<file path="src/shared/osc_switch_pkg.sv">
`default_nettype none
package osc_switch_pkg;

  // ***************************************************************
  // Bus and register map
  // ***************************************************************
  localparam int ADDR_W = 4;
  localparam int DATA_W = 16;
  localparam logic [ADDR_W-1:0] ADDR_CTRL_LO    = 4'h0;
  localparam logic [ADDR_W-1:0] ADDR_CTRL_HI    = 4'h1;
  localparam logic [ADDR_W-1:0] ADDR_CONFIG     = 4'h2;
  localparam logic [ADDR_W-1:0] ADDR_IRQ_STATUS = 4'h3;
  localparam logic [ADDR_W-1:0] ADDR_IRQ_MASK   = 4'h4;

  // ***************************************************************
  // Unlock keys
  // ***************************************************************
  localparam logic [7:0] KEY_HI_FIRST  = 8'h78;
  localparam logic [7:0] KEY_HI_SECOND = 8'h9A;
  localparam logic [7:0] KEY_LO_FIRST  = 8'h46;
  localparam logic [7:0] KEY_LO_SECOND = 8'h57;

  // ***************************************************************
  // Field layout of oscillator_control and own registers
  // ***************************************************************
  localparam int SRC_W    = 3;
  localparam int NUM_SRC  = 8;
  localparam int CUR_LSB  = 12;
  localparam int NXT_LSB  = 8;
  localparam int LOCK_BIT = 5;
  localparam int FAIL_BIT = 3;
  localparam int GO_BIT   = 0;
  localparam int CFG_W        = 3;
  localparam int CFG_WATCHDOG_BIT  = 0;
  localparam int CFG_FAILSAFE_BIT  = 1;
  localparam int CFG_SECONDARY_BIT = 2;
  localparam int IRQ_W        = 3;
  localparam int IRQ_DONE_BIT  = 0;
  localparam int IRQ_ABORT_BIT = 1;
  localparam int IRQ_FAIL_BIT  = 2;

  // ***************************************************************
  // Source encodings and timing
  // ***************************************************************
  localparam logic [SRC_W-1:0]   RESET_SOURCE    = 3'h0;
  localparam logic [SRC_W-1:0]   SOURCE_LOW_POWER_RC = 3'h5;
  localparam logic [SRC_W-1:0]   SOURCE_SECONDARY    = 3'h4;
  localparam logic [NUM_SRC-1:0] CRYSTAL_SOURCES = 8'h06;
  localparam logic [NUM_SRC-1:0] PLL_SOURCES     = 8'h0A;
  localparam int                 SETTLE_W        = 4;
  localparam logic [SETTLE_W-1:0] SETTLE_EDGES   = 4'hA;

  typedef enum logic [2:0] {
    SEQ_IDLE, SEQ_CHECK, SEQ_START, SEQ_WAIT_READY, SEQ_SETTLE, SEQ_CHANGE
  } seq_state_type;

  function automatic logic [NUM_SRC-1:0] source_onehot(input logic [SRC_W-1:0] src);
    return 8'h01 << src;
  endfunction

endpackage
`default_nettype wire

</file>
<file path="src/logic/unlock_guard.sv">
`timescale 1ns/1ps
`default_nettype none
module unlock_guard
  import osc_switch_pkg::*;
#(
  parameter logic [7:0] FIRST_KEY  = 8'h00,
  parameter logic [7:0] SECOND_KEY = 8'h00
) (
  input  wire logic       clock,
  input  wire logic       reset,
  input  wire logic       writeStrobe,
  input  wire logic       byteHit,
  input  wire logic [7:0] writeByte,
  output logic            writeAllowed
);

  typedef enum logic [1:0] {GUARD_LOCKED, GUARD_HALF, GUARD_OPEN} guard_state_type;

  guard_state_type state_ff;
  guard_state_type nxt_state;

  // Any bus write, to any address, counts as the next step; reads do not.
  always_comb begin
    nxt_state = state_ff;
    if (writeStrobe) begin
      unique case (state_ff)
        GUARD_LOCKED: begin
          if (byteHit && writeByte == FIRST_KEY) nxt_state = GUARD_HALF;
        end
        GUARD_HALF: begin
          nxt_state = (byteHit && writeByte == SECOND_KEY) ? GUARD_OPEN : GUARD_LOCKED;
        end
        GUARD_OPEN: begin
          nxt_state = GUARD_LOCKED;
        end
      endcase
    end
  end

  always_ff @(posedge clock) begin
    if (reset) state_ff <= GUARD_LOCKED;
    else       state_ff <= nxt_state;
  end

  assign writeAllowed = (state_ff == GUARD_OPEN) && writeStrobe && byteHit;

endmodule // unlock_guard
`default_nettype wire

</file>
<file path="src/logic/settle_counter.sv">
`timescale 1ns/1ps
`default_nettype none
module settle_counter
  import osc_switch_pkg::*;
(
  input  wire logic clock,
  input  wire logic reset,
  input  wire logic start,
  input  wire logic sampleLevel,
  output logic      done
);

  logic [SETTLE_W-1:0] count_ff;
  logic [SETTLE_W-1:0] nxt_count;
  logic                prev_ff;
  logic                nxt_prev;

  always_comb begin
    nxt_prev  = sampleLevel;
    nxt_count = count_ff;
    if (start) begin
      nxt_count = '0;
    end else if (sampleLevel && !prev_ff && count_ff != SETTLE_EDGES) begin
      nxt_count = count_ff + 4'h1;
    end
  end

  always_ff @(posedge clock) begin
    if (reset) begin
      count_ff <= '0;
      prev_ff  <= 1'b0;
    end else begin
      count_ff <= nxt_count;
      prev_ff  <= nxt_prev;
    end
  end

  assign done = (count_ff == SETTLE_EDGES);

endmodule // settle_counter
`default_nettype wire

</file>
<file path="src/logic/oscillator_switch_sequencer.sv">
`timescale 1ns/1ps
`default_nettype none
module oscillator_switch_sequencer
  import osc_switch_pkg::*;
(
  input  wire logic               clock,
  input  wire logic               reset,
  input  wire logic [ADDR_W-1:0]  address,
  input  wire logic [DATA_W-1:0]  writeData,
  input  wire logic               writeStrobe,
  input  wire logic               readStrobe,
  output logic      [DATA_W-1:0]  readData,
  output logic                    interruptRequest,
  input  wire logic [NUM_SRC-1:0] sourceClock,
  input  wire logic [NUM_SRC-1:0] sourceReady,
  input  wire logic [NUM_SRC-1:0] startupTimerDone,
  input  wire logic               pllLocked,
  input  wire logic               clockFailDetect,
  output logic      [NUM_SRC-1:0] sourceEnable,
  output logic      [SRC_W-1:0]   systemClockSelect,
  output logic                    switchBusy
);

  // ***************************************************************
  // Input synchronisers
  // ***************************************************************
  localparam int SYNC_W = 4 * NUM_SRC - NUM_SRC + 2;

  logic [SYNC_W-1:0] syncMeta_ff;
  logic [SYNC_W-1:0] syncSafe_ff;
  logic [SYNC_W-1:0] nxt_syncMeta;
  logic [SYNC_W-1:0] nxt_syncSafe;
  logic [NUM_SRC-1:0] clockS;
  logic [NUM_SRC-1:0] readyS;
  logic [NUM_SRC-1:0] timerDoneS;
  logic               pllLockS;
  logic               clockFailS;

  always_comb begin
    nxt_syncMeta = {clockFailDetect, pllLocked, startupTimerDone, sourceReady, sourceClock};
    nxt_syncSafe = syncMeta_ff;
  end

  always_ff @(posedge clock) begin
    if (reset) begin
      syncMeta_ff <= '0;
      syncSafe_ff <= '0;
    end else begin
      syncMeta_ff <= nxt_syncMeta;
      syncSafe_ff <= nxt_syncSafe;
    end
  end

  assign {clockFailS, pllLockS, timerDoneS, readyS, clockS} = syncSafe_ff;

  // ***************************************************************
  // Unlock guards
  // ***************************************************************
  logic hiAllowed;
  logic loAllowed;

  unlock_guard #(.FIRST_KEY(KEY_HI_FIRST), .SECOND_KEY(KEY_HI_SECOND)) hiGuard (
    .clock        (clock),
    .reset        (reset),
    .writeStrobe  (writeStrobe),
    .byteHit      (address == ADDR_CTRL_HI),
    .writeByte    (writeData[7:0]),
    .writeAllowed (hiAllowed)
  );

  unlock_guard #(.FIRST_KEY(KEY_LO_FIRST), .SECOND_KEY(KEY_LO_SECOND)) loGuard (
    .clock        (clock),
    .reset        (reset),
    .writeStrobe  (writeStrobe),
    .byteHit      (address == ADDR_CTRL_LO),
    .writeByte    (writeData[7:0]),
    .writeAllowed (loAllowed)
  );

  // ***************************************************************
  // Settle counter on the new source clock
  // ***************************************************************
  // The new clock is sampled at the system rate, so it must run below
  // half of that rate for every edge to be counted.
  seq_state_type    state_ff;
  seq_state_type    nxt_state;
  logic [SRC_W-1:0] curSource_ff;
  logic [SRC_W-1:0] nextSource_ff;
  logic             settleDone;

  settle_counter settle (
    .clock       (clock),
    .reset       (reset),
    .start       (state_ff == SEQ_WAIT_READY),
    .sampleLevel (clockS[nextSource_ff]),
    .done        (settleDone)
  );

  // ***************************************************************
  // Sequencer and oscillator_control register
  // ***************************************************************
  logic [SRC_W-1:0]   nxt_curSource;
  logic [SRC_W-1:0]   nxt_nextSource;
  logic               go_ff;
  logic               nxt_go;
  logic               lock_ff;
  logic               nxt_lock;
  logic               fail_ff;
  logic               nxt_fail;
  logic [NUM_SRC-1:0] sourceOn_ff;
  logic [NUM_SRC-1:0] nxt_sourceOn;
  logic [NUM_SRC-1:0] keepOn;
  logic [CFG_W-1:0]   config_ff;
  logic               newReady;
  logic               evDone;
  logic               evAbort;

  // Sources that must stay running across a changeover.
  always_comb begin
    keepOn = '0;
    if (config_ff[CFG_WATCHDOG_BIT] || config_ff[CFG_FAILSAFE_BIT]) begin
      keepOn[SOURCE_LOW_POWER_RC] = 1'b1;
    end
    if (config_ff[CFG_SECONDARY_BIT]) keepOn[SOURCE_SECONDARY] = 1'b1;
  end

  assign newReady = readyS[nextSource_ff]
                 && (!CRYSTAL_SOURCES[nextSource_ff] || timerDoneS[nextSource_ff])
                 && (!PLL_SOURCES[nextSource_ff] || pllLockS);

  always_comb begin
    nxt_state      = state_ff;
    nxt_curSource  = curSource_ff;
    nxt_nextSource = nextSource_ff;
    nxt_go         = go_ff;
    nxt_lock       = lock_ff;
    nxt_fail       = fail_ff || clockFailS;
    nxt_sourceOn   = sourceOn_ff;
    evDone         = 1'b0;
    evAbort        = 1'b0;
    // The selection is frozen while a switch runs so the compare stays valid.
    if (hiAllowed && state_ff == SEQ_IDLE && !go_ff) begin
      nxt_nextSource = writeData[NXT_LSB-8 +: SRC_W];
    end
    if (loAllowed && state_ff == SEQ_IDLE && writeData[GO_BIT]) begin
      nxt_go = 1'b1;
    end
    unique case (state_ff)
      SEQ_IDLE: begin
        if (go_ff) nxt_state = SEQ_CHECK;
      end
      SEQ_CHECK: begin
        if (nextSource_ff == curSource_ff) begin
          nxt_go    = 1'b0;
          evAbort   = 1'b1;
          nxt_state = SEQ_IDLE;
        end else begin
          nxt_lock  = 1'b0;
          nxt_fail  = clockFailS;
          nxt_state = SEQ_START;
        end
      end
      SEQ_START: begin
        nxt_sourceOn = sourceOn_ff | source_onehot(nextSource_ff);
        nxt_state    = SEQ_WAIT_READY;
      end
      SEQ_WAIT_READY: begin
        if (PLL_SOURCES[nextSource_ff] && pllLockS) nxt_lock = 1'b1;
        if (newReady) nxt_state = SEQ_SETTLE;
      end
      SEQ_SETTLE: begin
        if (settleDone) nxt_state = SEQ_CHANGE;
      end
      SEQ_CHANGE: begin
        nxt_curSource = nextSource_ff;
        nxt_go        = 1'b0;
        nxt_sourceOn  = source_onehot(nextSource_ff) | keepOn;
        evDone        = 1'b1;
        nxt_state     = SEQ_IDLE;
      end
      default: begin
        nxt_state = SEQ_IDLE;
      end
    endcase
  end

  always_ff @(posedge clock) begin
    if (reset) begin
      state_ff      <= SEQ_IDLE;
      curSource_ff  <= RESET_SOURCE;
      nextSource_ff <= RESET_SOURCE;
      go_ff         <= 1'b0;
      lock_ff       <= 1'b0;
      fail_ff       <= 1'b0;
      sourceOn_ff   <= source_onehot(RESET_SOURCE);
    end else begin
      state_ff      <= nxt_state;
      curSource_ff  <= nxt_curSource;
      nextSource_ff <= nxt_nextSource;
      go_ff         <= nxt_go;
      lock_ff       <= nxt_lock;
      fail_ff       <= nxt_fail;
      sourceOn_ff   <= nxt_sourceOn;
    end
  end

  // The core keeps running on curSource_ff until the changeover state.
  assign systemClockSelect = curSource_ff;
  assign sourceEnable      = sourceOn_ff;
  assign switchBusy        = go_ff;

  // ***************************************************************
  // Configuration, interrupts and read port
  // ***************************************************************
  logic [CFG_W-1:0]  nxt_config;
  logic [IRQ_W-1:0]  status_ff;
  logic [IRQ_W-1:0]  nxt_status;
  logic [IRQ_W-1:0]  mask_ff;
  logic [IRQ_W-1:0]  nxt_mask;
  logic [IRQ_W-1:0]  events;
  logic [DATA_W-1:0] readData_ff;
  logic [DATA_W-1:0] nxt_readData;
  logic [DATA_W-1:0] ctrlWord;

  always_comb begin
    ctrlWord = '0;
    ctrlWord[CUR_LSB +: SRC_W] = curSource_ff;
    ctrlWord[NXT_LSB +: SRC_W] = nextSource_ff;
    ctrlWord[LOCK_BIT]         = lock_ff;
    ctrlWord[FAIL_BIT]         = fail_ff;
    ctrlWord[GO_BIT]           = go_ff;
    events = '0;
    events[IRQ_DONE_BIT]  = evDone;
    events[IRQ_ABORT_BIT] = evAbort;
    events[IRQ_FAIL_BIT]  = clockFailS && !fail_ff;
    nxt_config = config_ff;
    nxt_mask   = mask_ff;
    if (writeStrobe && address == ADDR_CONFIG)   nxt_config = writeData[CFG_W-1:0];
    if (writeStrobe && address == ADDR_IRQ_MASK) nxt_mask   = writeData[IRQ_W-1:0];
    // A new event in the clearing read's cycle survives the clear.
    nxt_status = status_ff | events;
    if (readStrobe && address == ADDR_IRQ_STATUS) nxt_status = events;
    nxt_readData = '0;
    if (readStrobe) begin
      unique case (address)
        ADDR_CTRL_LO, ADDR_CTRL_HI: nxt_readData = ctrlWord;
        ADDR_CONFIG:                nxt_readData[CFG_W-1:0] = config_ff;
        ADDR_IRQ_STATUS:            nxt_readData[IRQ_W-1:0] = status_ff;
        ADDR_IRQ_MASK:              nxt_readData[IRQ_W-1:0] = mask_ff;
        default:                    nxt_readData = '0;
      endcase
    end
  end

  always_ff @(posedge clock) begin
    if (reset) begin
      config_ff   <= '0;
      status_ff   <= '0;
      mask_ff     <= '0;
      readData_ff <= '0;
    end else begin
      config_ff   <= nxt_config;
      status_ff   <= nxt_status;
      mask_ff     <= nxt_mask;
      readData_ff <= nxt_readData;
    end
  end

  assign readData         = readData_ff;
  assign interruptRequest = |(status_ff & mask_ff);
endmodule // oscillator_switch_sequencer
`default_nettype wire

</file>
<file path="config.mk">
export PLATFORM = sky130hd
export DESIGN_NAME = oscillator_switch_sequencer
export DESIGN_NICKNAME = d
export VERILOG_FILES = /design/src/shared/osc_switch_pkg.sv /design/src/logic/unlock_guard.sv /design/src/logic/settle_counter.sv /design/src/logic/oscillator_switch_sequencer.sv
export SDC_FILE = /design/constraint.sdc
export NUM_CORES = 1
export LEC_CHECK = 0
export ABC_AREA = 0
export BUFFER_PORTS_ARGS = -buffer_cell sky130_fd_sc_hd__buf_2
export CAP_MARGIN = 20
export CORE_ASPECT_RATIO = 0.5
export CORE_MARGIN = 1
export CORE_UTILIZATION = 50
export DETAILED_ROUTE_END_ITERATION = 10
export GPL_TIMING_DRIVEN = 0
export PLACE_DENSITY = 0.81
export SLEW_MARGIN = 0
export SYNTH_ARGS = -nofsm -noshare
export SYNTH_HDL_FRONTEND = slang
export SYNTH_SLANG_ARGS = --single-unit
</file>
<file path="constraint.sdc">
create_clock -name clock -period 2.5 [get_ports clock]
set_clock_uncertainty 0.2 [all_clocks]
set_input_delay 0.75 -clock clock [delete_from_list [all_inputs] [get_ports clock]]
set_output_delay 0.75 -clock clock [all_outputs]
set_load 0.02 [all_outputs]
</file>
==> summary.txt, run 1 <==
Clock H-tree levels -> 3
diode count -> 0
reg-to-reg startpoint -> state_ff[0]
commonest register cell after synthesis -> dfxtp_1
worst slew pin tran -> 621.4 ps
pwr dens -> 748.6 nW/um^2
area post-placement -> 4427 um^2
r2r endpoint -> sourceEnable[3]
leakage -> 2.007 nW
status -> finished, final reports clean
Worst Path Arrival -> 1270 ps
Core Util, Final -> 0.6315
# setup viols final -> 0
clock period minus worst slack -> 2223 ps
Worst IR Drop VDD -> 428.0 uV
Rel. slew slack -> 0.5857
largest net degree at the start of global routing -> 17
average size of a mapped cell -> 10.21 um^2
GRT overflow -> 0
Avg WL per Cell -> 13.70 um
Die ar. -> 8304 um^2
initial antenna violation count -> 0
post-synthesis mux area share -> 0.06696
compound-cell area share of the yosys netlist -> 0.09033
WHS Endpoint -> syncSafe_ff[19]
area of the multi-input gates -> 1729 um^2
placed wire-length estimate -> 5.730 mm
hold_sp -> nxt_syncSafe[19]
post-synth cell types -> 56
Die Height -> 64.94 um
synthesized-area fraction occupied by adder cells -> 0.02527
row cnt -> 22
vias in the first global route -> 2707
top cells by area, synth -> dfxtp_1 52%, nor2b_1 9.5%, nor2_1 4.1%
Max Cap Viol -> 0
Max clock buf depth -> 2
DR vias/cell -> 4.948
HP Class -> reg2reg
simple-gate share of the synthesized area -> 0.2359
Initial Utilization -> 0.5291
first-pass GRT wire length -> 12.80 mm
cells after synthesis -> 388
Post-synth ARST share -> 0
port bufs -> 63
CTS resizes -> 0
largest family of logic cells by synthesized area -> simple AND/OR/NAND/NOR gates
Setup TNS -> 0 ps
worst-path fanout max -> 3
final-layout fill cell count -> 632
Seq/Total Area, Yosys -> 0.5205
share of layout cells above drive strength 1 -> 0.2187
count leader, synth -> dfxtp_1
Crit. End Element -> primary output
register area -> 2062 um^2
Routed WL -> 7.930 mm
first-pass iteration count of the detailed router -> 4
Post-synth EDFFs -> 0
Final Hold Fails -> 0
root buffer cell -> clkbuf_16
Seq cells post-synth -> 103
Vias -> 2865
share of the synthesized area in the top cell type -> 0.5205
final instance area -> 4728 um^2
Worst-Skew Late Latency -> 350 ps
NumNets Final -> 524
First DRT Iteration DRCs -> 150
P&R area growth vs syn -> 19.36%
CTS tree -> done
I/O Pins -> 79
cts hold-fix bufs -> 0
flop-to-flop setup slack -> 470 ps
worst r2r path cells -> 5
Core ar. -> 7487 um^2
register clock-pin slew on the reported worst setup and hold paths -> 60 ps
Post-Synth XOR/XNOR Area -> 0.01327
Final Wtd Congestion -> 0.8517
Post-DRT Antenna Nets -> 0
RSZ-0062 raised after global routing -> no
synth warn -> 0
Total GRT Usage -> 0.2050
CTS buffer count -> 9
hold path depth -> 1
CP required -> 1550 ps
Startpoint Class -> flop
pins over their slew limit -> 0
chip width -> 127.9 um
fmax -> 449.9 MHz
DRC -> 0
Setup CP Type -> reg2out
CTS sink count -> 103
leading area contributor after synthesis -> dfxtp_1
Post-CTS Setup Inserts -> 0
commonest cells in the netlist -> 103 x dfxtp_1, 60 x nor2b_1, 43 x nor2_1, 16 x a21oi_1, 16 x mux2i_1
hold slack -> 234.9 ps
Tcrit/Tclk final -> 0.8892
post-synthesis cell area -> 3961 um^2
[critical path, stage by stage, from the launching register on]
cell,delay (ps)
dfxtp_1,330
a222oi_1,380
inv_1,60
buf_2,160
[power breakdown]
group / internal [W] / switching [W] / leakage, nW
Clock: 0.000807 / 0.000592 / 0.143
Sequential: 0.00172 / 0.0000567 / 0.842
Combinational: 0.000160 / 0.000208 / 1.02
[flip-flops by register name, indices dropped and copies added (netlist names), 2 cells and up, named ones only]
register,count
status_ff,3
nextSource_ff,3
mask_ff,3
state_ff,3
readData,11
loGuard.state_ff,2
systemClockSelect,3
config_ff,3
settle.count_ff,4
nxt_syncSafe,26
sourceEnable,8
syncSafe_ff,26
hiGuard.state_ff,2
[worst max-delay path by stage]
stage                     slack [ps]  cells after the start         start                    to
after floorplan                  200                      6  writeData[0]   loGuard.state_ff[0]
after global placement           -20                      4         reset  systemClockSelect[2]
after detailed placement         -80                      4         reset            mask_ff[2]
after CTS                        270                      4         reset               lock_ff
after global routing             160                      4         reset            mask_ff[2]
final                            280                      3  status_ff[0]      interruptRequest
[stage by stage]
step | cells | total power (W) | setup WS (ps)
after floorplan | 392 | 0.002055 | 201.9
after global placement | 563 | 0.002152 | -23.45
after detailed placement | 563 | 0.002169 | -82.52
after CTS | 579 | 0.003549 | 273.1
after global routing | 579 | 0.003675 | 164.1
final | 579 | 0.003540 | 277.1
[layout make-up]
class,count,share of cell area
multi-input combinational,254,0.3657
buffer,25,0.03123
sequential,103,0.4361
inverter,10,0.007939
timing repair buffer,63,0.06668
clock buffer,12,0.05213
clock inverter,4,0.01164
tap,108,0.02858
[cell families (layout without fill, tap and decap cells)]
logic type,Yosys count,in the layout
AND/OR/NAND/NOR,163,163
XOR/XNOR,6,6
flip-flops,103,103
other,1,5
buffers and inverters,35,114
AO/OA/AOI/OAI,51,51
adder cells (fa/ha/maj),8,8
multiplexers,21,21
[routing by layer]
| metal | part of all wire | global-route usage | vias up |
|---|---|---|---|
| met2 | 0.44 | 0.3363 | 66 |
| met3 | 0.047 | 0.07019 | 5 |
| li1 | - | - | 1462 |
| met5 | 0 | 0 | - |
| met4 | 0.0079 | 0.05000 | 0 |
| met1 | 0.50 | 0.2601 | 1332 |
[cells in the final DEF, fill, tap and decap left out, drive strengths merged, types with 10 or more instances in the layout]
cell type,count
a21oi,16
a22oi,10
buf,75
clkbuf,25
dfxtp,103
inv,10
mux2i,16
nand2,13
nor2,44
nor2b,60
Power figures use the tool's default switching activity.
==> run 2, diff against run 1 <==
ABC_AREA = 1   (was 0)
PLACE_DENSITY = 0.8   (was 0.81)
==> run 2 against run 1 <==
Against the previous run: worst hold slack got worse by 36 ps; non-clock buffer count fell by 6; area after synthesis rose by 4.4%; critical path type unchanged; largest power group unchanged.
==> summary.txt, run 2 <==
status -> finished, final reports clean
largest net degree at the start of global routing -> 17 (unchanged)
flop-to-flop setup slack -> 680 ps (+210 ps)
HP Class -> reg2reg
CP startpoint -> mask_ff[0]
count leader, synth -> dfxtp_1
worst-path fanout max -> 2 (-1)
row cnt -> 23 (+4.5%)
vias in the first global route -> 3070 (+13%)
pins over their slew limit -> 0 (unchanged)
P&R area growth vs syn -> 18.82%
Initial Utilization -> 0.5169 (-0.01219)
hold slack -> 199.0 ps (-35.90 ps)
Die ar. -> 8660 um^2 (+4.3%)
Avg WL per Cell -> 11.65 um (-15%)
Final Hold Fails -> 0 (unchanged)
Setup CP Type -> reg2out
I/O Pins -> 79 (unchanged)
Clock H-tree levels -> 3 (unchanged)
commonest cells in the netlist -> 103 x dfxtp_1, 101 x inv_1, 95 x nor2_1, 80 x nand2_1, 34 x nand3_1
cells after synthesis -> 542 (+40%)
area of the multi-input gates -> 1559 um^2 (-9.8%)
Crit. End Element -> primary output
largest family of logic cells by synthesized area -> simple AND/OR/NAND/NOR gates
DR vias/cell -> 4.638 (-6.3%)
Max clock buf depth -> 2 (unchanged)
share of the synthesized area in the top cell type -> 0.4986 (-0.02189)
Routed WL -> 8.589 mm (+8.3%)
DRC -> 0 (unchanged)
first-pass iteration count of the detailed router -> 5 (+1)
chip width -> 130.6 um (+2.1%)
commonest non-fill, non-tap cell in the layout -> dfxtp_1
cts hold-fix bufs -> 0 (unchanged)
CTS buffer count -> 9 (unchanged)
first-pass GRT wire length -> 14.17 mm (+11%)
diode count -> 0 (unchanged)
share of layout cells above drive strength 1 -> 0.1920 (-0.02668)
# setup viols final -> 0 (unchanged)
area post-placement -> 4606 um^2 (+4.0%)
placed wire-length estimate -> 6.154 mm (+7.4%)
Core ar. -> 8000 um^2 (+6.9%)
Design Power -> 0.003646 W (+3.0%)
Seq cells post-synth -> 103 (unchanged)
Startpoint Class -> flop
clock period minus worst slack -> 2029 ps (-193.9 ps)
Post-Synth XOR/XNOR Area -> 0.01241 (-0.0008605)
register clock-pin slew on the reported worst setup and hold paths -> 70 ps (about the same)
CTS sink count -> 103 (unchanged)
Setup TNS -> 0 ps (unchanged)
simple-gate share of the synthesized area -> 0.2599 (+0.02396)
average size of a mapped cell -> 7.630 um^2 (-25%)
synth warn -> 0 (unchanged)
leakage -> 2.338 nW (+17%)
GRT overflow -> 0 (unchanged)
worst slew pin tran -> 594.8 ps (-26.61 ps)
Vias -> 3418 (+19%)
initial antenna violation count -> 0 (unchanged)
Total GRT Usage -> 0.2191 (+0.01411)
root buffer cell -> clkbuf_16
register area -> 2062 um^2 (unchanged)
final-layout fill cell count -> 718 (+14%)
CTS tree -> done
Post-synth ARST share -> 0 (unchanged)
commonest register cell after synthesis -> dfxtp_1
fmax -> 492.9 MHz (+9.6%)
Final Wtd Congestion -> 0.9126 (+7.2%)
final instance area -> 4913 um^2 (+3.9%)
Tcrit/Tclk final -> 0.8116 (-0.07756)
Post-synth EDFFs -> 0 (unchanged)
NumNets Final -> 678 (+29%)
Die Height -> 66.31 um (+2.1%)
Worst IR Drop VDD -> 440.0 uV (+2.8%)
post-synthesis cell area -> 4135 um^2 (+4.4%)
CTS resizes -> 0 (unchanged)
port bufs -> 63 (unchanged)
Worst Path Arrival -> 1080 ps (-190 ps)
RSZ-0062 raised after global routing -> no
Worst-Skew Late Latency -> 350 ps (about the same)
post-synth cell types -> 40 (-29%)
synthesized-area fraction occupied by adder cells -> 0.02421 (-0.001063)
Rel. slew slack -> 0.6035 (+0.01774)
r2r endpoint -> state_ff[1]
leading area contributor after synthesis -> dfxtp_1
hold_sp -> nxt_syncSafe[8]
reg-to-reg startpoint -> nextSource_ff[1]
post-synthesis mux area share -> 0 (-0.06696)
Post-DRT Antenna Nets -> 0 (unchanged)
hold path depth -> 2 (+1)
most frequent cells in the layout -> 103 x dfxtp_1, 101 x inv_1, 95 x nor2_1
Seq/Total Area, Yosys -> 0.4986 (-0.02189)
Post-CTS Setup Inserts -> 0 (unchanged)
pwr dens -> 742.1 nW/um^2 (-0.87%)
compound-cell area share of the yosys netlist -> 0.07595 (-0.01439)
CP required -> 1550 ps (about the same)
Max Cap Viol -> 0 (unchanged)
top cells by area, synth -> dfxtp_1 50%, inv_1 9.2%, nor2_1 8.6%
worst r2r path cells -> 11 (+6)
WHS Endpoint -> syncSafe_ff[8]
First DRT Iteration DRCs -> 240 (+60%)
-- run 2: cell types whose count changed in the layout (fill, tap and decap cells not counted), moves of 16 or more --
cell | previous run | this run
mux2i_1 | 16 | 0
nor2_1 | 43 | 95
inv_1 | 10 | 101
nand3_1 | 3 | 34
nand2_1 | 13 | 80
nor2b_1 | 60 | 0
-- run 2: area by class of cell --
| type | instances | area share |
|---|---|---|
| Timing Repair Buffer | 63 | 0.06417 |
| Sequential cell | 103 | 0.4197 |
| Buffer | 19 | 0.02266 |
| Tap cell | 112 | 0.02852 |
| Clock buffer | 12 | 0.05220 |
| Clock inverter | 4 | 0.01044 |
| Multi-Input combinational cell | 314 | 0.3173 |
| Inverter | 110 | 0.08505 |
-- run 2: where the power goes --
group | switching (W) | total, W | leakage [nW] | internal, W
clock network | 0.000592 | 0.00142 | 0.149 | 0.000832
registers | 0.0000512 | 0.00177 | 0.843 | 0.00172
logic | 0.000293 | 0.000449 | 1.35 | 0.000155
total | 0.000936 | 0.00365 | 2.34 | 0.00271
-- run 2: worst max-delay path by stage --
stage                                      to  slack, ps  cells past startpoint
after floorplan           hiGuard.state_ff[1]        680                      8
after global placement       nxt_syncSafe[24]        380                      4
after detailed placement         readData[12]        380                      6
after CTS                    interruptRequest        460                      3
after global routing         interruptRequest        420                      3
final                        interruptRequest        470                      3
-- run 2: metal layers --
layer,vias up,part of all wire,global-route usage
met4,0,0.011,0.06178
met3,14,0.071,0.07848
met1,1496,0.47,0.2794
met5,-,0,0
li1,1801,-,-
met2,107,0.44,0.3485
-- run 2: logic make-up (layout without fill, tap and decap cells) --
logic type      count (synthesis)  count (layout)
xor+xnor                        5               5
flops                         103             103
compound gates                 54              54
other cells                     1               5
buf+inv                       129             208
fa+ha+maj                       8               8
simple gates                  242             242
-- run 2: critical path, stage by stage (launching register included) --
cell,delay [ps]
dfxtp_1,330
inv_1,60
o211ai_1,160
buf_2,190
-- run 2: metrics by stage --
| stage | cells | util | setup slack [ps] |
|---|---|---|---|
| floorplan | 546 | - | 679.6 |
| global placement | 721 | 0.5757 | 375.2 |
| detailed placement | 721 | 0.5757 | 376.4 |
| CTS | 737 | 0.6142 | 457.9 |
| global route | 737 | 0.6142 | 415.7 |
| finish | 737 | 0.6142 | 471.0 |
